===== src/inc/dmm_pkg.sv =====
package dmm_pkg;
   localparam logic [7:0]  SP_RESET      = 8'h07;
   localparam logic [7:0]  PSW_RESET     = 8'h00;
   localparam logic [7:0]  PSW_ADDR      = 8'hD0;
   localparam logic [7:0]  SP_ADDR       = 8'h81;
   localparam int          PSW_BANK_LSB  = 3;
   localparam logic [7:0]  UPPER_BASE    = 8'h80;
   localparam logic [7:0]  BIT_BASE      = 8'h20;
   localparam logic [7:0]  UID_BASE      = 8'hFC;
   localparam logic [15:0] PC_RESET      = 16'h0000;
   localparam logic [7:0]  PORT_RESET    = 8'hFF;
   // Identifier value is arbitrary
   localparam logic [31:0] UID_VALUE     = 32'h1234_5678;

   typedef enum logic [3:0] {
      SP_IDLE = 4'b0001,
      SP_PUSH = 4'b0010,
      SP_POP  = 4'b0100,
      SP_WAIT = 4'b1000
   } dmm_stk_t;

   typedef enum logic [2:0] {
      SPC_DIRECT   = 3'h0,
      SPC_INDIRECT = 3'h1,
      SPC_GPREG    = 3'h2,
      SPC_GPIND    = 3'h3,
      SPC_XDATA16  = 3'h4,
      SPC_XDATA8   = 3'h5,
      SPC_BIT      = 3'h6,
      SPC_STACK    = 3'h7
   } dmm_space_t;

   typedef struct packed {
      logic       valid;
      logic       write;
      dmm_space_t space;
      logic       pop;
      logic [15:0] addr;
      logic [7:0] wdata;
   } dmm_req_t;

   typedef struct packed {
      logic       valid;
      logic [7:0] rdata;
      logic       sfr_sel;
   } dmm_rsp_t;
endpackage


===== src/logic/dmm_data_map.sv =====
`timescale 1ns/100ps
module dmm_data_map (
   input  wire logic             clk_i,
   input  wire logic             sys_rst_i,
   input  wire logic             por_rst_i,
   input  wire logic             supply_rst_i,
   input  wire logic             uid_internal_i,
   input  wire logic             flash_write_sel_i,
   input  wire dmm_pkg::dmm_req_t req_i,
   input  wire logic [7:0]       sfr_rdata_i,
   output dmm_pkg::dmm_rsp_t     rsp_o,
   output logic                  sfr_we_o,
   output logic [7:0]            sfr_addr_o,
   output logic [7:0]            sfr_wdata_o,
   output logic                  flash_we_o,
   output logic [15:0]           flash_addr_o,
   output logic [7:0]            flash_wdata_o,
   output logic                  core_halt_o,
   output logic                  irq_timer_en_o,
   output logic [15:0]           program_counter_o,
   output logic                  lp_osc_sel_o,
   output logic                  wdt_lfo_en_o,
   output logic [7:0]            port_latch_o,
   output logic                  port_pullup_en_o,
   output logic                  rst_pin_o,
   output logic                  rst_pin_oe_n_o,
   output logic [7:0]            stack_pointer_o,
   output logic [1:0]            bank_sel_o,
   output logic                  por_flag_o
);
   import dmm_pkg::*;

   // Separate arrays keep upper indirect RAM apart from special function space
   logic [7:0] iram_q [0:255];
   logic [7:0] onchip_external_ram_q [0:255];
   logic [7:0] psw_q, psw_d;
   logic [7:0] sp_q, sp_d;
   logic       por_flag_q, por_flag_d;
   logic       hold_q, hold_d;
   logic       drive_rst_q, drive_rst_d;
   dmm_stk_t   stk_q, stk_d;
   dmm_rsp_t   rsp_q, rsp_d;

   logic       ram_we;
   logic [7:0] ram_addr;
   logic [7:0] ram_wdata;
   logic       x_we;
   logic [7:0] x_addr;
   logic [7:0] ind_ptr;
   logic [7:0] gp_addr;
   logic [7:0] bit_byte;
   logic [2:0] bit_pos;
   logic       sfr_hit;

   assign bank_sel_o = psw_q[PSW_BANK_LSB +: 2];
   // Index register zero or one of the active bank
   assign ind_ptr    = iram_q[{3'h0, bank_sel_o, 2'h0, req_i.addr[0]}];
   assign gp_addr    = {3'h0, bank_sel_o, req_i.addr[2:0]};
   assign bit_byte   = BIT_BASE + {4'h0, req_i.addr[6:3]};
   assign bit_pos    = req_i.addr[2:0];
   assign x_addr     = (req_i.space == SPC_XDATA16) ? req_i.addr[7:0] : ind_ptr;

   always_comb begin
      ram_we    = 1'b0;
      ram_addr  = 8'h00;
      ram_wdata = req_i.wdata;
      x_we      = 1'b0;
      sfr_hit   = 1'b0;
      sfr_we_o  = 1'b0;
      sfr_addr_o  = req_i.addr[7:0];
      sfr_wdata_o = req_i.wdata;
      flash_we_o  = 1'b0;
      flash_addr_o  = req_i.addr;
      flash_wdata_o = req_i.wdata;
      psw_d     = psw_q;
      rsp_d     = '0;
      if (req_i.valid && !sys_rst_i) begin
         rsp_d.valid = 1'b1;
         case (req_i.space)
            SPC_DIRECT: begin
               if (req_i.addr[7]) begin
                  sfr_hit = 1'b1;
               end else begin
                  ram_addr = req_i.addr[7:0];
               end
            end
            SPC_INDIRECT: ram_addr = req_i.addr[7:0];
            SPC_GPREG:    ram_addr = gp_addr;
            SPC_GPIND:    ram_addr = ind_ptr;
            SPC_BIT: begin
               // Bit operation chosen by space code, not address
               if (req_i.addr[7]) begin
                  sfr_hit = 1'b1;
               end else begin
                  ram_addr = bit_byte;
                  ram_wdata = iram_q[bit_byte];
                  ram_wdata[bit_pos] = req_i.wdata[0];
               end
            end
            SPC_STACK:    ram_addr = req_i.pop ? sp_q : sp_q + 8'h01;
            default: begin
               if (flash_write_sel_i && req_i.space == SPC_XDATA16) begin
                  flash_we_o = req_i.write;
               end else begin
                  x_we = req_i.write;
               end
            end
         endcase
         if (sfr_hit) begin
            sfr_we_o = req_i.write && req_i.addr[7:0] != PSW_ADDR && req_i.addr[7:0] != SP_ADDR;
            rsp_d.sfr_sel = 1'b1;
            if (req_i.addr[7:0] == PSW_ADDR) begin
               rsp_d.rdata = psw_q;
               if (req_i.write) psw_d = req_i.wdata;
            end else if (req_i.addr[7:0] == SP_ADDR) begin
               rsp_d.rdata = sp_q;
            end else begin
               rsp_d.rdata = sfr_rdata_i;
            end
         end else if (req_i.space == SPC_XDATA16 || req_i.space == SPC_XDATA8) begin
            if (!uid_internal_i && x_addr >= UID_BASE) begin
               rsp_d.rdata = UID_VALUE[8*(x_addr[1:0]) +: 8];
            end else begin
               rsp_d.rdata = onchip_external_ram_q[x_addr];
            end
         end else begin
            ram_we = req_i.write;
            if (uid_internal_i && ram_addr >= UID_BASE) begin
               rsp_d.rdata = UID_VALUE[8*(ram_addr[1:0]) +: 8];
            end else if (req_i.space == SPC_BIT) begin
               rsp_d.rdata = {7'h00, iram_q[ram_addr][bit_pos]};
            end else begin
               rsp_d.rdata = iram_q[ram_addr];
            end
         end
      end
   end

   // Stack pointer sequencing
   always_comb begin
      stk_d = SP_IDLE;
      sp_d  = sp_q;
      if (req_i.valid && !sys_rst_i && req_i.space == SPC_STACK) begin
         stk_d = req_i.pop ? SP_POP : SP_PUSH;
         sp_d  = req_i.pop ? sp_q - 8'h01 : sp_q + 8'h01;
      end else if (req_i.valid && !sys_rst_i && sfr_hit && req_i.write && req_i.addr[7:0] == SP_ADDR) begin
         stk_d = SP_WAIT;
         sp_d  = req_i.wdata;
      end
   end

   always_comb begin
      hold_d      = 1'b0;
      drive_rst_d = drive_rst_q;
      por_flag_d  = por_flag_q;
      if (por_rst_i) begin
         por_flag_d = 1'b1;
      end
      if (sys_rst_i) begin
         drive_rst_d = por_rst_i | supply_rst_i | drive_rst_q;
         hold_d      = 1'b1;
      end else begin
         drive_rst_d = 1'b0;
      end
   end

   always_ff @(posedge clk_i) begin
      if (sys_rst_i) begin
         psw_q  <= PSW_RESET;
         sp_q   <= SP_RESET;
         stk_q  <= SP_IDLE;
         rsp_q  <= '0;
      end else begin
         psw_q  <= psw_d;
         sp_q   <= sp_d;
         stk_q  <= stk_d;
         rsp_q  <= rsp_d;
      end
      // Only power-on sets this flag; nothing clears it
      por_flag_q  <= por_flag_d;
      hold_q      <= hold_d;
      drive_rst_q <= drive_rst_d;
   end

   // RAM arrays have no reset branch so contents survive
   always_ff @(posedge clk_i) begin
      if (ram_we) iram_q[ram_addr] <= ram_wdata;
      if (x_we) onchip_external_ram_q[x_addr] <= req_i.wdata;
   end

   assign rsp_o             = rsp_q;
   assign stack_pointer_o   = sp_q;
   assign por_flag_o        = por_flag_q;
   assign core_halt_o       = sys_rst_i | hold_q;
   assign irq_timer_en_o    = !(sys_rst_i | hold_q);
   assign program_counter_o = PC_RESET;
   assign lp_osc_sel_o      = 1'b1;
   assign wdt_lfo_en_o      = 1'b1;
   assign port_latch_o      = PORT_RESET;
   assign port_pullup_en_o  = 1'b1;
   assign rst_pin_o         = 1'b0;
   assign rst_pin_oe_n_o    = !(drive_rst_q && sys_rst_i);

   property p_sp_reset;
      @(posedge clk_i) sys_rst_i |=> sp_q == SP_RESET;
   endproperty
   a_sp_reset: assert property (p_sp_reset) else $error("stack pointer not 0x07 after reset");

   property p_push;
      @(posedge clk_i) disable iff (sys_rst_i)
         (req_i.valid && req_i.space == SPC_STACK && !req_i.pop) |=> sp_q == $past(sp_q) + 8'h01;
   endproperty
   a_push: assert property (p_push) else $error("push did not increment stack pointer");

   property p_direct_sfr;
      @(posedge clk_i) disable iff (sys_rst_i)
         (req_i.valid && req_i.space == SPC_DIRECT && req_i.addr[7]) |=> rsp_o.sfr_sel;
   endproperty
   a_direct_sfr: assert property (p_direct_sfr) else $error("direct upper access missed sfr");

   property p_indirect_ram;
      @(posedge clk_i) disable iff (sys_rst_i)
         (req_i.valid && req_i.space == SPC_INDIRECT) |=> !rsp_o.sfr_sel && rsp_o.valid;
   endproperty
   a_indirect_ram: assert property (p_indirect_ram) else $error("indirect access went to sfr");

   property p_flash_sel;
      @(posedge clk_i) disable iff (sys_rst_i)
         flash_we_o |-> flash_write_sel_i && req_i.space == SPC_XDATA16;
   endproperty
   a_flash_sel: assert property (p_flash_sel) else $error("flash write without selection");

   property p_halt;
      @(posedge clk_i) sys_rst_i |-> core_halt_o && !irq_timer_en_o;
   endproperty
   a_halt: assert property (p_halt) else $error("core not halted in reset");

   property p_rst_pin;
      @(posedge clk_i) (sys_rst_i && por_rst_i) ##1 sys_rst_i |-> !rst_pin_oe_n_o;
   endproperty
   a_rst_pin: assert property (p_rst_pin) else $error("reset pin not driven");

   property p_resp_latency;
      @(posedge clk_i) disable iff (sys_rst_i) req_i.valid |=> rsp_o.valid;
   endproperty
   a_resp_latency: assert property (p_resp_latency) else $error("no response one cycle after request");

   property p_pop;
      @(posedge clk_i) disable iff (sys_rst_i)
         (stk_q == SP_POP) |-> sp_q == $past(sp_q) - 8'h01;
   endproperty
   a_pop: assert property (p_pop) else $error("pop did not decrement stack pointer");

   property p_sp_write;
      @(posedge clk_i) disable iff (sys_rst_i)
         (stk_q == SP_WAIT) |-> sp_q == $past(req_i.wdata);
   endproperty
   a_sp_write: assert property (p_sp_write) else $error("stack pointer write not taken");

   property p_push_addr;
      @(posedge clk_i) disable iff (sys_rst_i)
         (req_i.valid && req_i.space == SPC_STACK && !req_i.pop)
         |-> ram_addr == sp_q + 8'h01 && ram_we == req_i.write;
   endproperty
   a_push_addr: assert property (p_push_addr) else $error("push not aimed one above stack pointer");

   property p_bank_gp;
      @(posedge clk_i) disable iff (sys_rst_i)
         (req_i.valid && req_i.space == SPC_GPREG)
         |-> ram_addr == {3'h0, psw_q[PSW_BANK_LSB +: 2], req_i.addr[2:0]};
   endproperty
   a_bank_gp: assert property (p_bank_gp) else $error("register access outside active bank");

   property p_bit_map;
      @(posedge clk_i) disable iff (sys_rst_i)
         (req_i.valid && req_i.space == SPC_BIT && !req_i.addr[7])
         |-> ram_addr == BIT_BASE + {4'h0, req_i.addr[6:3]};
   endproperty
   a_bit_map: assert property (p_bit_map) else $error("bit address mapped to wrong byte");

   property p_onchip_external_ram_mirror;
      @(posedge clk_i) disable iff (sys_rst_i)
         (req_i.valid && req_i.space == SPC_XDATA16) |-> x_addr == req_i.addr[7:0];
   endproperty
   a_onchip_external_ram_mirror: assert property (p_onchip_external_ram_mirror) else $error("upper external address bits not ignored");

   property p_uid_int;
      @(posedge clk_i) disable iff (sys_rst_i)
         (req_i.valid && uid_internal_i && req_i.space == SPC_INDIRECT && req_i.addr[7:2] == 6'h3F)
         |-> rsp_d.rdata == UID_VALUE[8*req_i.addr[1:0] +: 8];
   endproperty
   a_uid_int: assert property (p_uid_int) else $error("internal identifier byte wrong");

   property p_rst_supply;
      @(posedge clk_i) (sys_rst_i && supply_rst_i) ##1 sys_rst_i |-> !rst_pin_oe_n_o;
   endproperty
   a_rst_supply: assert property (p_rst_supply) else $error("reset pin not driven in supply reset");

   property p_oe_idle;
      @(posedge clk_i) !sys_rst_i |-> rst_pin_oe_n_o;
   endproperty
   a_oe_idle: assert property (p_oe_idle) else $error("reset pin driven outside reset");

   property p_por_flag;
      @(posedge clk_i) por_rst_i |=> por_flag_o;
   endproperty
   a_por_flag: assert property (p_por_flag) else $error("power-on flag not set");
endmodule


===== config.mk =====
export PLATFORM = sky130hd
export DESIGN_NAME = dmm_data_map
export DESIGN_NICKNAME = d
export VERILOG_FILES = /design/src/inc/dmm_pkg.sv /design/src/logic/dmm_data_map.sv
export SDC_FILE = /design/constraint.sdc
export NUM_CORES = 2
export LEC_CHECK = 0
export BUFFER_PORTS_ARGS = -buffer_cell sky130_fd_sc_hd__buf_2
export CAP_MARGIN = 15
export CORE_UTILIZATION = 44
export CTS_CLUSTER_DIAMETER = 50
export CTS_CLUSTER_SIZE = 24
export DETAILED_ROUTE_END_ITERATION = 8
export SLEW_MARGIN = 20
export SYNTH_ARGS = -nofsm -noshare
export SYNTH_HDL_FRONTEND = slang
export SYNTH_SLANG_ARGS = --single-unit
export TNS_END_PERCENT = 10

===== constraint.sdc =====
create_clock -name clk_i -period 26.6 [get_ports clk_i]
set_clock_uncertainty 0.15 [all_clocks]
set_input_delay 5.32 -clock clk_i [delete_from_list [all_inputs] [get_ports clk_i]]
set_output_delay 5.32 -clock clk_i [all_outputs]
set_load 0.01 [all_outputs]

==> flow_summary.html <==
<table>
<tr><th>Metric</th><th>Value</th></tr>
<tr><th colspan="2">Timing</th></tr>
<tr><td>Fin. Hold Viols</td><td>0</td></tr>
<tr><td>Final cycle utilization of the critical path</td><td>0.506</td></tr>
<tr><td>Number of endpoints failing setup at the final stage</td><td>0</td></tr>
<tr><td>Final critical path time including I/O delays and setup</td><td>13.45 ns</td></tr>
<tr><td>Max Slew Vio Count</td><td>0</td></tr>
<tr><td>Setup Total Neg Slack</td><td>0 ns</td></tr>
<tr><td>Maximum clock rate</td><td>~74 MHz</td></tr>
<tr><td>Relative max-transition margin</td><td>0.0971</td></tr>
<tr><td>RSZ-0062 raised after global routing</td><td>false</td></tr>
<tr><td>Slew at the pin closest to its max-slew limit</td><td>between 1 and 1.5 ns</td></tr>
<tr><th colspan="2">Yosys</th></tr>
<tr><td>Flops &amp; latches, synth</td><td>between 4,000 and 5,000</td></tr>
<tr><td>Dominant register cell in the synthesized netlist</td><td>edfxtp_1</td></tr>
<tr><td>Synth warnings</td><td>0</td></tr>
<tr><td>Netlist cell types</td><td>88</td></tr>
<tr><td>Fraction of synthesis flops using an asynchronous set or reset pin</td><td>0</td></tr>
<tr><td>Post-synthesis instance area</td><td>about 0.17 sq mm</td></tr>
<tr><td>Count of flip-flops with a built-in enable after synthesis</td><td>slightly above 4,000</td></tr>
<tr><td>Sequential-to-total area share from yosys stat</td><td>0.736</td></tr>
<tr><td>Average cell area after synthesis</td><td>13.8 sq um</td></tr>
<tr><td>Gate count of the mapped netlist</td><td>about 12,000</td></tr>
<tr><th colspan="2">GRT</th></tr>
<tr><td>Met3 track demand over resource</td><td>0.0561</td></tr>
<tr><td>Via count of the first global-routing pass</td><td>around 100k</td></tr>
<tr><td>Global-route track usage on met2</td><td>0.421</td></tr>
<tr><td>Initial antenna violation count</td><td>30</td></tr>
<tr><td>Overflow left after global routing</td><td>0</td></tr>
<tr><td>Maximum number of pins on one net before global-route repair</td><td>~230</td></tr>
<tr><td>Met1 Resource Use GR</td><td>0.370</td></tr>
<tr><td>All-layer global routing usage</td><td>0.275</td></tr>
<tr><td>Wire length of the first global-routing pass</td><td>764,000 um</td></tr>
<tr><td>GRT busiest layer</td><td>met2</td></tr>
<tr><th colspan="2">Layout</th></tr>
<tr><td>Count of non-filler cells in the finished layout</td><td>around 17,000</td></tr>
<tr><td>Final standard cell area without fillers</td><td>about 0.19 sq mm</td></tr>
<tr><td>Count of nets after finishing</td><td>between 10,000 and 15,000</td></tr>
<tr><td>Leading cell types in the layout, fill and taps excluded</td><td>4,096 x edfxtp_1, 2,943 x nand2_1, 813 x nand3_1, 592 x nor2_1, 479 x a311oi_1</td></tr>
<tr><td>Share of final-layout standard cells stronger than drive strength 1</td><td>0.110</td></tr>
<tr><td>Most common library cell in the layout ignoring fill and taps</td><td>edfxtp_1</td></tr>
<tr><td>Signed area change from the synthesized netlist to the final layout</td><td>11.4%</td></tr>
<tr><th colspan="2">Setup path</th></tr>
<tr><td>WS Path Type</td><td>in2out</td></tr>
<tr><td>Worst setup EP type</td><td>primary output</td></tr>
<tr><td>CP Max Fanout</td><td>22</td></tr>
<tr><td>Buffer and inverter count on the worst path</td><td>3</td></tr>
<tr><td>Critical-path top delay cell</td><td>nand4_1</td></tr>
<tr><td>Critical path's most frequent cell</td><td>buf_2</td></tr>
<tr><td>Crit path arrival time</td><td>7.98 ns</td></tr>
<tr><td>Element type at the critical path start</td><td>primary input</td></tr>
<tr><td>Cells along the critical path</td><td>buf_2 &gt; buf_4 &gt; nor2b_1 &gt; nand4_1 &gt; nor3b_1 &gt; buf_2</td></tr>
<tr><td>Largest stage delay on the critical path</td><td>approximately 0.75 ns</td></tr>
<tr><td>Crit path depth</td><td>6</td></tr>
<tr><td>CP Data Required Time</td><td>between 20 and 25 ns</td></tr>
<tr><td>Largest delay share family, worst path</td><td>simple AND/OR/NAND/NOR gates</td></tr>
<tr><td>Reg2Reg Depth</td><td>16</td></tr>
<tr><th colspan="2">Power</th></tr>
<tr><td>Sequential cell fraction of total power</td><td>0.507</td></tr>
<tr><td>Standby leakage power</td><td>between 60 and 70 nW</td></tr>
<tr><td>Internal power summed over all cells</td><td>10.4 mW</td></tr>
<tr><td>Pwr/cell area</td><td>between 70 and 80 mW/mm^2</td></tr>
<tr><td>Fraction of power spent switching nets</td><td>0.260</td></tr>
<tr><td>Net switching power of the design</td><td>about 3.7 mW</td></tr>
<tr><td>Comb power frac</td><td>0.083</td></tr>
<tr><td>Share of total power in the clock network</td><td>0.410</td></tr>
<tr><td>Max VDD drop</td><td>0.0622 mV</td></tr>
<tr><th colspan="2">Clock network</th></tr>
<tr><td>Sink Count</td><td>just over 4,000</td></tr>
<tr><td>Clock Root Buffer</td><td>clkbuf_16</td></tr>
<tr><td>Maximum count of clock buffers along a single path</td><td>4</td></tr>
<tr><td>Cells resized by post-CTS repair</td><td>0</td></tr>
<tr><td>Number of clock buffers inserted by TritonCTS</td><td>between 300 and 400</td></tr>
<tr><td>TritonCTS clock tree</td><td>built</td></tr>
<tr><td>Insertion delay of the later-clocked pin in the worst-skew pair</td><td>just under 1 ns</td></tr>
<tr><td>Post-CTS setup repair buffer count</td><td>0</td></tr>
<tr><td>CTS clk-pin slew, worst paths</td><td>0.06 ns</td></tr>
<tr><td>Number of H-tree levels</td><td>5</td></tr>
<tr><td>Number of hold-repair buffers added at the cts stage</td><td>0</td></tr>
<tr><th colspan="2">Outcome</th></tr>
<tr><td>Run status</td><td>complete, no violations</td></tr>
<tr><th colspan="2">Worst hold path</th></tr>
<tr><td>Hold Crit Class</td><td>reg2reg</td></tr>
<tr><td>Cell count of the worst hold path</td><td>1</td></tr>
<tr><th colspan="2">Die</th></tr>
<tr><td>Initial core utilization</td><td>0.442</td></tr>
<tr><td>Area enclosed by the die boundary</td><td>0.384 sq mm</td></tr>
<tr><td>Horizontal die dimension</td><td>slightly above 600 um</td></tr>
<tr><td>Vertical die dimension</td><td>roughly 620 um</td></tr>
<tr><td>Rows</td><td>about 230</td></tr>
<tr><td>Core box area</td><td>between 0.3 and 0.4 sq mm</td></tr>
<tr><td>Boundary pin count</td><td>roughly 140</td></tr>
<tr><th colspan="2">Routing</th></tr>
<tr><td>Number of vias in the routed layout</td><td>approximately 110k</td></tr>
<tr><td>Detailed-route vias per instance</td><td>roughly 6.3</td></tr>
<tr><td>First drt pass iteration count</td><td>7</td></tr>
<tr><td>Iter 0 DRT Violations</td><td>approximately 15,000</td></tr>
<tr><td>Antenna-violating nets left</td><td>0</td></tr>
<tr><td>Per-cell routed wire length</td><td>between 30 and 40 um</td></tr>
<tr><td>Total DRC errors in the routed layout</td><td>0</td></tr>
<tr><td>Total wirelength of the detailed-routed design</td><td>around 540,000 um</td></tr>
<tr><th colspan="2">Placed design</th></tr>
<tr><td>Post-Place Cell Area</td><td>~0.17 sq mm</td></tr>
<tr><td>Dpl cells</td><td>about 17,000</td></tr>
<tr><td>DPL Wire Length</td><td>between 300,000 and 400,000 um</td></tr>
<tr><td>Buffers on Ports</td><td>92</td></tr>
<tr><td>Final RePlAce weighted congestion</td><td>slightly above 0.9</td></tr>
<tr><th colspan="2">Run</th></tr>
<tr><td>Number of maximum-capacitance violations</td><td>0</td></tr>
</table>
## path summary, 6_finish.rpt
check	slack, ns	start	endpoint
worst max-delay path	13.15	req_i[12]	sfr_we_o
worst min-delay path	0.33	drive_rst_q	drive_rst_q
worst max register to register	18.51	psw_q[3]	rsp_o[6]
worst min register to register	0.33	drive_rst_q	drive_rst_q
## worst register-to-register path, delay by kind of cell, from the launching register on
kind                   cells  cell delay (ns)
buffers and inverters      4             2.77
flip-flops                 1             0.63
AO/OA/AOI/OAI              6             2.30
AND/OR/NAND/NOR            6             2.14
## power groups by stage
stage	clock network, mW	registers, mW	logic [mW]
after global routing	6.04	7.15	1.22
after floorplan	0	7.33	0.624
after CTS	5.81	7.15	1.15
after detailed placement	0	7.29	1.14
after global placement	0	7.29	1.13
final	5.78	7.15	1.18
## state kept, by name (all words and copies together), names as in the netlist
register and cells:
iram_q 2048, onchip_external_ram_q 2048, rsp_o 10, psw_q 8, stack_pointer_o 8, drive_rst_q 1
hold_q 1
## stage by stage
step | setup slack, ns | utilization | power (mW) | hold WS, ns
after floorplan | 2.21 | - | 7.96 | 0.303
after global placement | 13.32 | 0.457 | 8.42 | 0.311
after detailed placement | 13.23 | 0.457 | 8.44 | 0.319
after CTS | 13.24 | 0.492 | 14.1 | 0.332
after global routing | 12.98 | 0.493 | 14.4 | 0.352
final | 13.15 | 0.493 | 14.1 | 0.328
## synth_stat cells (6+ instances only)
cell | number | area [sq um]
a2111oi_0 | 18 | 158
a211o_1 | 6 | 52.6
a211oi_1 | 195 | 1460
a21oi_1 | 178 | 891
a221oi_1 | 33 | 289
a22o_1 | 14 | 123
a22oi_1 | 58 | 435
a311o_1 | 14 | 140
a311oi_1 | 480 | 4200
a31oi_1 | 194 | 1210
a32oi_1 | 46 | 403
and2_1 | 11 | 68.8
and3_1 | 420 | 2630
buf_1 | 126 | 473
buf_2 | 233 | 1170
buf_4 | 92 | 691
buf_6 | 8 | 90.1
clkbuf_1 | 495 | 1860
dfxtp_1 | 28 | 561
edfxtp_1 | 4096 | 123000
ha_1 | 9 | 113
inv_1 | 8 | 30.0
mux2_2 | 20 | 225
mux2i_1 | 253 | 2530
mux4_2 | 166 | 3740
nand2_1 | 2947 | 11100
nand2b_1 | 8 | 50.1
nand3_1 | 829 | 4150
nand4_1 | 50 | 313
nor2_1 | 621 | 2330
nor2b_1 | 13 | 81.3
nor3_1 | 126 | 631
nor4_1 | 30 | 188
o2111ai_1 | 14 | 123
o211ai_1 | 21 | 158
o21ai_0 | 102 | 510
o221ai_1 | 16 | 140
o22ai_1 | 50 | 313
o311ai_0 | 8 | 70.1
o31a_1 | 6 | 52.6
o31ai_1 | 18 | 135
o32ai_1 | 10 | 87.6
o41ai_1 | 8 | 70.1
or2_2 | 9 | 56.3
or3_1 | 8 | 50.1
## per-layer routing
layer	share of wire	vias up
li1	-	45900
met1	0.38	55100
met2	0.45	6790
met3	0.11	1374
met4	0.062	22
met5	0.00025	-
## cell families (layout without fill, tap and decap cells)
group                    after synthesis  in the layout  share of synthesized area
AND/OR/NAND/NOR                     5100           5100                      0.130
flip-flops                          4124           4124                      0.736
AO/OA/AOI/OAI                       1538           1538                     0.0683
buffers and inverters                968           1099                     0.0260
multiplexers                         439            439                     0.0387
adder cells (fa/ha/maj)                9              9                   0.000671
XOR/XNOR                               6              6                   0.000313
other                                  2             46                  0.0000447
## cell type report
type	count	area [sq um]
Sequential cell	4124	124000
Antenna cell	17	42.5
Timing Repair Buffer	389	3120
Fill cell	32000	193000
Tap cell	5016	6280
Multi-Input combinational cell	7121	40600
Clock inverter	307	3750
Clock buffer	391	9510
Inverter	12	68.8
Power figures use the tool's default switching activity.
